### src/pkg/xdc_map.svh
// register offsets, field positions and reset values of the external dma channel sequencer
`ifndef XDC_MAP_SVH
`define XDC_MAP_SVH
`define XDC_OFS_SRC      3'h0
`define XDC_OFS_DST      3'h1
`define XDC_OFS_CNT      3'h2
`define XDC_OFS_MODE     3'h3
`define XDC_OFS_ACTL     3'h4
`define XDC_M_EN         0
`define XDC_M_BURST      1
`define XDC_M_EXT        2
`define XDC_M_BLOCK      3
`define XDC_M_DSIZE      4
`define XDC_M_GIVEUP     5
`define XDC_M_IE         6
`define XDC_M_FLAG       7
`define XDC_M_BERR       8
`define XDC_A_SMODE      1:0
`define XDC_A_DMODE      3:2
`define XDC_A_SREP       8:4
`define XDC_A_DREP       13:9
`define XDC_A_SRIE       14
`define XDC_A_DRIE       15
`define XDC_RST_ADDR     24'h000000
`define XDC_RST_CNT      24'h000000
`define XDC_RST_CFG      6'h00
`define XDC_RST_ACTL     16'h0000
`define XDC_BLK_FULL     9'h100
`endif

### src/pkg/xdc_pkg.sv
// types shared by the external dma channel sequencer
package xdc_pkg;
    typedef enum logic [3:0] {
        XDC_IDLE = 4'b0001,
        XDC_RD   = 4'b0010,
        XDC_WR   = 4'b0100,
        XDC_REL  = 4'b1000
    } xdc_state_t;
    typedef logic [23:0] xdc_addr_t;
endpackage

### src/hw/xdc_channel.sv
// one external-bus dma channel: bus modes, transfer modes, address and count update, avalon registers
`timescale 1ns/100ps
`include "xdc_map.svh"
module xdc_channel import xdc_pkg::*; (
    input  wire logic        ref_clk_i,
    input  wire logic        rst_b_i,
    input  wire logic        ce_i,
    input  wire logic [4:0]  avs_address_i,
    input  wire logic        avs_read_i,
    input  wire logic        avs_write_i,
    input  wire logic [31:0] avs_writedata_i,
    input  wire logic [3:0]  avs_byteenable_i,
    output logic      [31:0] avs_readdata_o,
    output logic             avs_waitrequest_o,
    input  wire logic        ext_req_i,
    output logic             req_ack_o,
    output logic             xfer_end_o,
    input  wire logic        hi_chan_req_i,
    input  wire logic        other_bus_req_i,
    input  wire logic        nmi_i,
    output logic             bus_own_o,
    output logic      [23:0] mem_addr_o,
    output logic             mem_rd_o,
    output logic             mem_wr_o,
    output logic      [15:0] mem_wdata_o,
    input  wire logic [15:0] mem_rdata_i,
    input  wire logic        mem_ready_i,
    output logic             irq_o
);
    // byte-lane merge of a bus write into a stored word
    function automatic logic [31:0] mrg(input logic [31:0] old, input logic [31:0] nw, input logic [3:0] be);
        logic [31:0] r;
        r = old;
        for (int i = 0; i < 4; i++) begin
            if (be[i]) begin
                r[i*8 +: 8] = nw[i*8 +: 8];
            end
        end
        return r;
    endfunction

    // next address with repeat-area wrap; bit 24 flags an overflow
    function automatic logic [24:0] adv(input xdc_addr_t a, input logic [1:0] md, input logic [4:0] rep,
                                        input logic word);
        logic [23:0] step;
        logic [23:0] msk;
        logic [23:0] nxt;
        logic [24:0] lo_sum;
        logic        ovf;
        step   = word ? 24'h000002 : 24'h000001;
        // settings above 23 are prohibited; treat them as no repeat area
        msk    = (rep == 5'h00 || rep > 5'h17) ? 24'hffffff : ((24'h000001 << rep) - 24'h000001);
        lo_sum = {1'b0, a & msk} + {1'b0, step};
        ovf    = (msk != 24'hffffff) && (md[0] ? ((a & msk) < step) : (lo_sum > {1'b0, msk}));
        nxt    = md[1] ? (md[0] ? a - step : a + step) : a;
        return {ovf & md[1], (a & ~msk) | (nxt & msk)};
    endfunction

    xdc_state_t  st_q, st_d;          // sequencer state
    xdc_addr_t   src_q;               // source address
    xdc_addr_t   dst_q;               // destination address
    logic [23:0] cnt_q;               // transfer count
    logic [5:0]  cfg_q;               // mode bits 6..1
    logic        en_q;                // channel enable
    logic        flag_q;              // repeat overflow flag
    logic        berr_q;              // block aborted flag
    logic [15:0] actl_q;              // address control
    logic        halt_q;              // disable requested while busy
    logic        ovf_q;               // overflow waiting for unit end
    logic        in_unit_q;           // a unit (block) is in progress
    logic [8:0]  blk_left_q;          // transfers left in current unit
    logic        ack_q;               // request-accepted pulse
    logic [15:0] data_q;              // read data held for write cycle
    logic [31:0] rdata_q;             // read snapshot
    logic        rd_done_q;           // read answer cycle

    // register decode
    wire [2:0]  reg_idx  = avs_address_i[4:2];
    wire        wr_src   = ce_i & avs_write_i & (reg_idx == `XDC_OFS_SRC);
    wire        wr_dst   = ce_i & avs_write_i & (reg_idx == `XDC_OFS_DST);
    wire        wr_cnt   = ce_i & avs_write_i & (reg_idx == `XDC_OFS_CNT);
    wire        wr_mode  = ce_i & avs_write_i & (reg_idx == `XDC_OFS_MODE);
    wire        wr_actl  = ce_i & avs_write_i & (reg_idx == `XDC_OFS_ACTL);
    wire [31:0] mode_rd  = {23'h0, berr_q, flag_q, cfg_q, en_q};
    wire [31:0] mode_wv  = mrg(mode_rd, avs_writedata_i, avs_byteenable_i);
    wire [31:0] rd_mux   = (reg_idx == `XDC_OFS_SRC)  ? {8'h00, src_q}  :
                           (reg_idx == `XDC_OFS_DST)  ? {8'h00, dst_q}  :
                           (reg_idx == `XDC_OFS_CNT)  ? {8'h00, cnt_q}  :
                           (reg_idx == `XDC_OFS_MODE) ? mode_rd         :
                           (reg_idx == `XDC_OFS_ACTL) ? {16'h0, actl_q} : 32'h0;

    // effective modes
    wire        ext_m    = cfg_q[`XDC_M_EXT - 1];
    wire        is_burst = cfg_q[`XDC_M_BURST - 1] & ~ext_m;
    wire        is_block = cfg_q[`XDC_M_BLOCK - 1] & ext_m;
    wire        word_m   = cfg_q[`XDC_M_DSIZE - 1];
    wire        giveup   = cfg_q[`XDC_M_GIVEUP - 1];
    wire        ie_m     = cfg_q[`XDC_M_IE - 1];
    wire [8:0]  blk_size = (cnt_q[23:16] == 8'h00) ? `XDC_BLK_FULL : {1'b0, cnt_q[23:16]};

    // transfer progress terms
    wire        rd_done  = ce_i & (st_q == XDC_RD) & mem_ready_i;
    wire        wr_done  = ce_i & (st_q == XDC_WR) & mem_ready_i;
    wire        busy     = in_unit_q | (st_q == XDC_RD) | (st_q == XDC_WR);
    wire        unit_last = ~is_block | (blk_left_q == 9'h001);
    wire        last_xfer = is_block ? (cnt_q[15:0] == 16'h0001) : (cnt_q == 24'h000001);
    wire        chan_end = last_xfer & unit_last;
    wire [24:0] src_nx   = adv(src_q, actl_q[`XDC_A_SMODE], actl_q[`XDC_A_SREP], word_m);
    wire [24:0] dst_nx   = adv(dst_q, actl_q[`XDC_A_DMODE], actl_q[`XDC_A_DREP], word_m);
    wire        ovf_s    = rd_done & src_nx[24] & actl_q[`XDC_A_SRIE];
    wire        ovf_d    = wr_done & dst_nx[24] & actl_q[`XDC_A_DRIE];
    wire        ovf_any  = ovf_q | ovf_d;
    wire        term     = chan_end | ovf_any | halt_q | ~en_q;
    wire        unit_end = wr_done & unit_last;
    wire        irq_set  = unit_end & ovf_any;
    wire        hw_clr   = (unit_end & (chan_end | ovf_any | halt_q)) | nmi_i;
    wire        req_in   = ext_m ? ext_req_i : 1'b1;
    wire        go       = en_q & ~other_bus_req_i & (in_unit_q | (~hi_chan_req_i & req_in));
    wire        start    = ce_i & (st_q == XDC_IDLE) & go & ~in_unit_q;

    // next state of the bus sequencer
    always_comb begin
        st_d = st_q;
        case (st_q)
            XDC_IDLE: begin
                if (go) begin
                    st_d = XDC_RD;
                end
            end
            XDC_RD: begin
                if (mem_ready_i) begin
                    st_d = XDC_WR;
                end
            end
            XDC_WR: begin
                if (!mem_ready_i) begin
                    st_d = XDC_WR;
                end else if (unit_last & (term | ~is_burst)) begin
                    st_d = XDC_REL;
                end else if (nmi_i) begin
                    st_d = XDC_REL;
                end else if (giveup & other_bus_req_i) begin
                    st_d = XDC_REL;
                end else begin
                    st_d = XDC_RD;
                end
            end
            XDC_REL: st_d = XDC_IDLE;
            default: st_d = XDC_IDLE;
        endcase
    end

    // state register
    always_ff @(posedge ref_clk_i) begin
        if (!rst_b_i) begin
            st_q <= XDC_IDLE;
        end else if (ce_i) begin
            st_q <= st_d;
        end
    end

    // address registers; a cpu write wins over the update
    always_ff @(posedge ref_clk_i) begin
        if (!rst_b_i) begin
            src_q <= `XDC_RST_ADDR;
            dst_q <= `XDC_RST_ADDR;
        end else begin
            if (wr_src) begin
                src_q <= 24'(mrg({8'h00, src_q}, avs_writedata_i, avs_byteenable_i));
            end else if (rd_done) begin
                src_q <= src_nx[23:0];
            end
            if (wr_dst) begin
                dst_q <= 24'(mrg({8'h00, dst_q}, avs_writedata_i, avs_byteenable_i));
            end else if (wr_done) begin
                dst_q <= dst_nx[23:0];
            end
        end
    end

    // transfer count: whole word in normal mode, low half per block in block mode
    always_ff @(posedge ref_clk_i) begin
        if (!rst_b_i) begin
            cnt_q <= `XDC_RST_CNT;
        end else if (wr_cnt) begin
            cnt_q <= 24'(mrg({8'h00, cnt_q}, avs_writedata_i, avs_byteenable_i));
        end else if (wr_done & ~is_block & (cnt_q != 24'h000000)) begin
            cnt_q <= cnt_q - 24'h000001;
        end else if (unit_end & is_block & (cnt_q[15:0] != 16'h0000)) begin
            cnt_q[15:0] <= cnt_q[15:0] - 16'h0001;
        end
    end

    // configuration and address control
    always_ff @(posedge ref_clk_i) begin
        if (!rst_b_i) begin
            cfg_q  <= `XDC_RST_CFG;
            actl_q <= `XDC_RST_ACTL;
        end else begin
            if (wr_mode) begin
                cfg_q <= mode_wv[`XDC_M_IE:`XDC_M_BURST];
            end
            if (wr_actl) begin
                actl_q <= 16'(mrg({16'h0, actl_q}, avs_writedata_i, avs_byteenable_i));
            end
        end
    end

    // enable, halt request and the two flags
    always_ff @(posedge ref_clk_i) begin
        if (!rst_b_i) begin
            en_q   <= 1'b0;
            halt_q <= 1'b0;
            flag_q <= 1'b0;
            berr_q <= 1'b0;
        end else if (ce_i) begin
            // a software set of enable wins over a hardware clear in the same cycle
            if (wr_mode & mode_wv[`XDC_M_EN]) begin
                en_q   <= 1'b1;
                halt_q <= 1'b0;
            end else if (hw_clr) begin
                en_q   <= 1'b0;
                halt_q <= 1'b0;
            end else if (wr_mode & en_q & busy) begin
                halt_q <= 1'b1;
            end else if (wr_mode) begin
                en_q   <= 1'b0;
            end
            // hardware set beats software clear
            if (irq_set) begin
                flag_q <= 1'b1;
            end else if (wr_mode & mode_wv[`XDC_M_EN] & ~en_q) begin
                flag_q <= 1'b0;
            end else if (wr_mode & ~mode_wv[`XDC_M_FLAG]) begin
                flag_q <= 1'b0;
            end
            if (nmi_i & in_unit_q & is_block) begin
                berr_q <= 1'b1;
            end else if (wr_mode & ~mode_wv[`XDC_M_BERR]) begin
                berr_q <= 1'b0;
            end
        end
    end

    // unit bookkeeping, deferred overflow, ack pulse and data hold
    always_ff @(posedge ref_clk_i) begin
        if (!rst_b_i) begin
            in_unit_q  <= 1'b0;
            blk_left_q <= 9'h000;
            ovf_q      <= 1'b0;
            ack_q      <= 1'b0;
            data_q     <= 16'h0000;
        end else if (ce_i) begin
            ack_q <= start & ext_m;
            if (start) begin
                in_unit_q  <= 1'b1;
                blk_left_q <= is_block ? blk_size : 9'h001;
            end else if (nmi_i | unit_end) begin
                in_unit_q  <= 1'b0;
            end else if (wr_done) begin
                blk_left_q <= blk_left_q - 9'h001;
            end
            if (unit_end | nmi_i) begin
                ovf_q <= 1'b0;
            end else if (ovf_s | ovf_d) begin
                ovf_q <= 1'b1;
            end
            if (rd_done) begin
                data_q <= mem_rdata_i;
            end
        end
    end

    // avalon read: snapshot taken in the wait cycle so all 24 bits belong together
    always_ff @(posedge ref_clk_i) begin
        if (!rst_b_i) begin
            rdata_q   <= 32'h0;
            rd_done_q <= 1'b0;
        end else if (ce_i) begin
            rd_done_q <= avs_read_i & ~rd_done_q;
            if (avs_read_i & ~rd_done_q) begin
                rdata_q <= rd_mux;
            end
        end
    end

    // outputs
    assign avs_waitrequest_o = avs_read_i & ~rd_done_q;
    assign avs_readdata_o    = rdata_q;
    assign req_ack_o         = ack_q;
    assign bus_own_o         = (st_q == XDC_RD) | (st_q == XDC_WR);
    assign xfer_end_o        = bus_own_o & (is_block ? (blk_left_q == 9'h001) : last_xfer);
    assign mem_rd_o          = (st_q == XDC_RD);
    assign mem_wr_o          = (st_q == XDC_WR);
    assign mem_addr_o        = mem_rd_o ? src_q : dst_q;
    assign mem_wdata_o       = data_q;
    assign irq_o             = flag_q & ie_m;
endmodule // xdc_channel

### config.mk
export PLATFORM = sky130hd
export DESIGN_NAME = xdc_channel
export DESIGN_NICKNAME = d
export VERILOG_FILES = /design/src/pkg/xdc_pkg.sv /design/src/hw/xdc_channel.sv
export VERILOG_INCLUDE_DIRS = /design/src /design/src/pkg
export SDC_FILE = /design/constraint.sdc
export NUM_CORES = 1
export LEC_CHECK = 0
export BUFFER_PORTS_ARGS = -buffer_cell sky130_fd_sc_hd__buf_2
export CAP_MARGIN = 25
export CELL_PAD_IN_SITES_DETAIL_PLACEMENT = 0
export CELL_PAD_IN_SITES_GLOBAL_PLACEMENT = 1
export CORE_ASPECT_RATIO = 1.5
export CORE_MARGIN = 4
export CORE_UTILIZATION = 48
export CTS_CLUSTER_SIZE = 14
export DETAILED_ROUTE_END_ITERATION = 8
export PLACE_DENSITY = 0.93
export SYNTH_ARGS = -nofsm -noshare
export SYNTH_HDL_FRONTEND = slang
export SYNTH_SLANG_ARGS = --single-unit
### constraint.sdc
create_clock -name ref_clk_i -period 14.8 [get_ports ref_clk_i]
set_input_delay 2.96 -clock ref_clk_i [delete_from_list [all_inputs] [get_ports ref_clk_i]]
set_output_delay 2.96 -clock ref_clk_i [all_outputs]
set_load 0.01 [all_outputs]
==> flow_results.xml <==
<?xml version="1.0" encoding="UTF-8"?>
<metrics>
  <group name="route">
    <metric name="final_antenna_net_count" unit="">0</metric>
    <metric name="drt_pass1_iterations" unit="">6</metric>
    <metric name="detail_route.iter0.violations" unit="">1213</metric>
    <metric name="totalWireLength" unit="µm">52800</metric>
    <metric name="drt-wirelength-per-cell" unit="µm">21.7</metric>
    <metric name="num_vias" unit="">15300</metric>
    <metric name="count_of_unresolved_drc_violations_after_routing" unit="">0</metric>
    <metric name="vias_per_cell" unit="">6.30</metric>
  </group>
  <group name="worst_setup_path">
    <metric name="setup.worst_path.end_class" unit="">flip-flop</metric>
    <metric name="reg2reg_to" unit="">st_q[3]</metric>
    <metric name="cp.required" unit="ns">15.15</metric>
    <metric name="critPathArrivalTime" unit="ns">7.56</metric>
    <metric name="reg2reg_slack" unit="ns">7.59</metric>
    <metric name="crit_type" unit="">flip-flop to flip-flop</metric>
    <metric name="r2r_start" unit="">actl_q[11]</metric>
    <metric name="crit_path_start" unit="">actl_q[11]</metric>
    <metric name="timing.reg2reg.worst_path_depth" unit="">23</metric>
    <metric name="critical_path.startpoint_type" unit="">flip-flop</metric>
    <metric name="setup.worst_path.end" unit="">st_q[3]</metric>
    <metric name="critPathMaxFanout" unit="">31</metric>
  </group>
  <group name="floorplan">
    <metric name="boundary_pin_count" unit="">146</metric>
    <metric name="die_area" unit="µm²">32800</metric>
    <metric name="row_count" unit="">77</metric>
    <metric name="core_area" unit="µm²">29500</metric>
    <metric name="die_y" unit="µm">220</metric>
    <metric name="die-width" unit="µm">149</metric>
    <metric name="start_util" unit="">0.488</metric>
  </group>
  <group name="cells_and_area">
    <metric name="areaGrowthSynthToFinish" unit="%">9.69</metric>
    <metric name="drive_gt1_frac" unit="">0.119</metric>
    <metric name="layout.nets" unit="">2205</metric>
    <metric name="layout.filler_cells" unit="">2967</metric>
  </group>
  <group name="power">
    <metric name="power.switching" unit="µW">288</metric>
    <metric name="static-leakage-power" unit="µW">0.00712</metric>
    <metric name="ir_worst_vdd" unit="mV">0.0860</metric>
    <metric name="power.share.clock" unit="">0.454</metric>
    <metric name="share_seq_of_total_power" unit="">0.422</metric>
    <metric name="cell_internal_pwr" unit="µW">734</metric>
    <metric name="power_frac_comb" unit="">0.124</metric>
    <metric name="power_per_cell_area" unit="nW/µm²">64.8</metric>
    <metric name="totalPowerFinal" unit="µW">1020</metric>
    <metric name="sw_frac_of_total" unit="">0.281</metric>
  </group>
  <group name="flow_run">
    <metric name="drv.max_cap_violation_count" unit="">0</metric>
  </group>
  <group name="cts">
    <metric name="cts_hold_buffers" unit="">0</metric>
    <metric name="ctsRootBufferMaster" unit="">sky130_fd_sc_hd__clkbuf_16</metric>
    <metric name="numCtsBuffers" unit="">17</metric>
    <metric name="tritoncts" unit="">yes</metric>
    <metric name="cts.reportedPaths.clkPinSlew" unit="ns">0.07</metric>
    <metric name="cts_setup_buffers" unit="">0</metric>
    <metric name="htree_num_levels" unit="">4</metric>
    <metric name="clk_path_buf_depth" unit="">2</metric>
    <metric name="post_cts_resize_count" unit="">0</metric>
    <metric name="clkLatencyLatePin" unit="ns">0.45</metric>
    <metric name="cts_num_sinks" unit="">155</metric>
  </group>
  <group name="sta">
    <metric name="period_share" unit="">0.487</metric>
    <metric name="final_hold_viol_count" unit="">0</metric>
    <metric name="fmax" unit="MHz">139</metric>
    <metric name="slew_headroom" unit="">0.235</metric>
    <metric name="period_needed" unit="ns">7.21</metric>
    <metric name="setup-violations-final" unit="">0</metric>
    <metric name="worst_clock_skew" unit="ns">0.00799</metric>
    <metric name="fin_tns_setup" unit="ns">0</metric>
    <metric name="rsz0062_at_grt" unit="">false</metric>
    <metric name="maxSlewViolCount" unit="">0</metric>
    <metric name="tightest_slew" unit="ns">1.15</metric>
  </group>
  <group name="synth">
    <metric name="most_instantiated_library_cell_after_synthesis" unit="">sky130_fd_sc_hd__nand2_1</metric>
    <metric name="synth-edff-count" unit="">0</metric>
    <metric name="synth_top_area_cell" unit="">sky130_fd_sc_hd__dfxtp_1</metric>
    <metric name="syn_inst" unit="">1971</metric>
    <metric name="synth.yosys.seq_area_share" unit="">0.216</metric>
    <metric name="yosys_warnings" unit="">0</metric>
    <metric name="postSynthAreaPerCell" unit="µm²">7.30</metric>
    <metric name="ys_seq_elements" unit="">155</metric>
    <metric name="synth_flop_cell" unit="">sky130_fd_sc_hd__dfxtp_1</metric>
    <metric name="synth.cells.most_frequent" unit="">236 x sky130_fd_sc_hd__nand2_1, 199 x sky130_fd_sc_hd__nor2_1, 191 x sky130_fd_sc_hd__a21oi_1</metric>
    <metric name="synth.lib_cells_used.distinct" unit="">101</metric>
    <metric name="async_reset_ff_frac" unit="">0</metric>
    <metric name="yosysTopAreaCellShare" unit="">0.216</metric>
    <metric name="synth_area" unit="µm²">14400</metric>
    <metric name="biggest_area_contributors_in_the_synthesized_netlist" unit="">sky130_fd_sc_hd__dfxtp_1 22%, sky130_fd_sc_hd__ha_1 9.4%, sky130_fd_sc_hd__a21oi_1 6.6%</metric>
  </group>
  <group name="placement">
    <metric name="io_buffers" unit="">126</metric>
    <metric name="gp_routability_congestion" unit="">1.01</metric>
    <metric name="place.detailed.hpwl" unit="µm">41000</metric>
  </group>
  <group name="min_path">
    <metric name="min-delay-path-class" unit="">flip-flop to flip-flop</metric>
  </group>
  <group name="grt">
    <metric name="global_route.overflow_total" unit="">0</metric>
    <metric name="grt_pass1_vias" unit="">14700</metric>
    <metric name="pin_count_of_the_biggest_net_entering_global_routing" unit="">91</metric>
    <metric name="antenna_found_initial" unit="">0</metric>
    <metric name="grt_usage" unit="">0.312</metric>
    <metric name="grt_first_pass_wirelength" unit="µm">80200</metric>
  </group>
  <group name="status">
    <metric name="status" unit="">completed</metric>
  </group>
</metrics>
## worst max-delay path, stage by stage, from the launching register on
cell and delay [ns]:
sky130_fd_sc_hd__dfxtp_1 0.30, sky130_fd_sc_hd__buf_4 0.24, sky130_fd_sc_hd__or4_1 0.72, sky130_fd_sc_hd__nor2_1 0.20, sky130_fd_sc_hd__inv_1 0.08, sky130_fd_sc_hd__ha_1 0.38, sky130_fd_sc_hd__nor2b_1 0.23, sky130_fd_sc_hd__a32oi_1 0.29
sky130_fd_sc_hd__o211ai_2 0.25, sky130_fd_sc_hd__or4_1 0.74, sky130_fd_sc_hd__or4_1 0.71, sky130_fd_sc_hd__nor2_1 0.34, sky130_fd_sc_hd__nand2_1 0.16, sky130_fd_sc_hd__xor2_1 0.17, sky130_fd_sc_hd__ha_1 0.27, sky130_fd_sc_hd__nand2_1 0.08
sky130_fd_sc_hd__o21ai_0 0.12, sky130_fd_sc_hd__a211oi_1 0.24, sky130_fd_sc_hd__a31oi_1 0.12, sky130_fd_sc_hd__o41ai_1 0.52, sky130_fd_sc_hd__a31oi_4 0.22, sky130_fd_sc_hd__o41ai_2 0.39, sky130_fd_sc_hd__a21oi_1 0.13, sky130_fd_sc_hd__o21a_1 0.19
## per-stage QoR
stage	cells	area, µm²	hold WS [ns]	worst slack (ns)	util
3_5_place_dp	2401	15200	0.443	7.69	0.514
6_report	2434	15800	0.451	7.59	0.535
5_1_grt	2433	15800	0.468	7.29	0.535
4_1_cts	2432	15800	0.452	7.66	0.535
3_3_place_gp	2401	15200	0.438	7.67	0.514
2_1_floorplan	1979	14400	0.444	8.68	-
## routing by layer
layer | global-route usage | up-vias | wire [µm]
met5 | 0 | - | 0
met1 | 0.336 | 7267 | 19200
li1 | - | 7269 | -
met2 | 0.555 | 619 | 26400
met3 | 0.0434 | 174 | 3100
met4 | 0.220 | 0 | 4090
## final cells by class
cell class                 count  area [µm²]  share of cell area
clock buffer                  18         439              0.0278
multi-input combinational   1630       10500               0.665
antenna                        1        2.50            0.000159
timing repair buffer         149         803              0.0509
inverter                      73         275              0.0175
tap                          395         494              0.0313
sequential                   155        3100               0.197
clock inverter                13         166              0.0105
## power groups by stage
stage / sequential [µW] / combinational [µW] / clock, µW
after floorplan: 438 / 80.9 / 0
after global placement: 440 / 122 / 0
after detailed placement: 440 / 123 / 0
after CTS: 430 / 124 / 466
after global routing: 431 / 137 / 482
final: 431 / 127 / 464
## worst min-delay path by stage
stage	cells past startpoint	to	from
final	2	mem_wdata_o[5]	mem_wdata_o[5]
after detailed placement	2	mem_wdata_o[5]	mem_wdata_o[5]
after global placement	2	mem_wdata_o[4]	mem_wdata_o[4]
after CTS	2	mem_wdata_o[5]	mem_wdata_o[5]
after global routing	2	mem_wdata_o[5]	mem_wdata_o[5]
after floorplan	2	cnt_q[15]	cnt_q[15]
## cell families (layout without fill, tap and decap cells)
| logic type | after synthesis | in the layout | share of synthesized area |
|---|---|---|---|
| AOI/OAI and AO/OA | 618 | 618 | 0.276 |
| DFF | 155 | 155 | 0.216 |
| and+or+nand+nor | 743 | 743 | 0.252 |
| other | 2 | 11 | 0.000522 |
| muxes | 56 | 56 | 0.0439 |
| buffers and inverters | 194 | 253 | 0.0575 |
| adders and majority gates | 112 | 112 | 0.0995 |
| xor gates and xnor gates | 91 | 91 | 0.0554 |
## layout by cell type (no fill, tap or decap), types with 46 or more instances in the layout
master,netlist,routed
sky130_fd_sc_hd__buf_2,13,126
sky130_fd_sc_hd__ha_1,108,108
sky130_fd_sc_hd__nor3_1,63,61
sky130_fd_sc_hd__mux2i_1,46,46
sky130_fd_sc_hd__inv_1,71,70
sky130_fd_sc_hd__o21ai_0,153,153
sky130_fd_sc_hd__dfxtp_1,155,155
sky130_fd_sc_hd__xnor2_1,51,51
sky130_fd_sc_hd__a21oi_1,191,191
sky130_fd_sc_hd__nor2_1,199,199
sky130_fd_sc_hd__nand2_1,236,236
(Power assumes the default switching activity.)
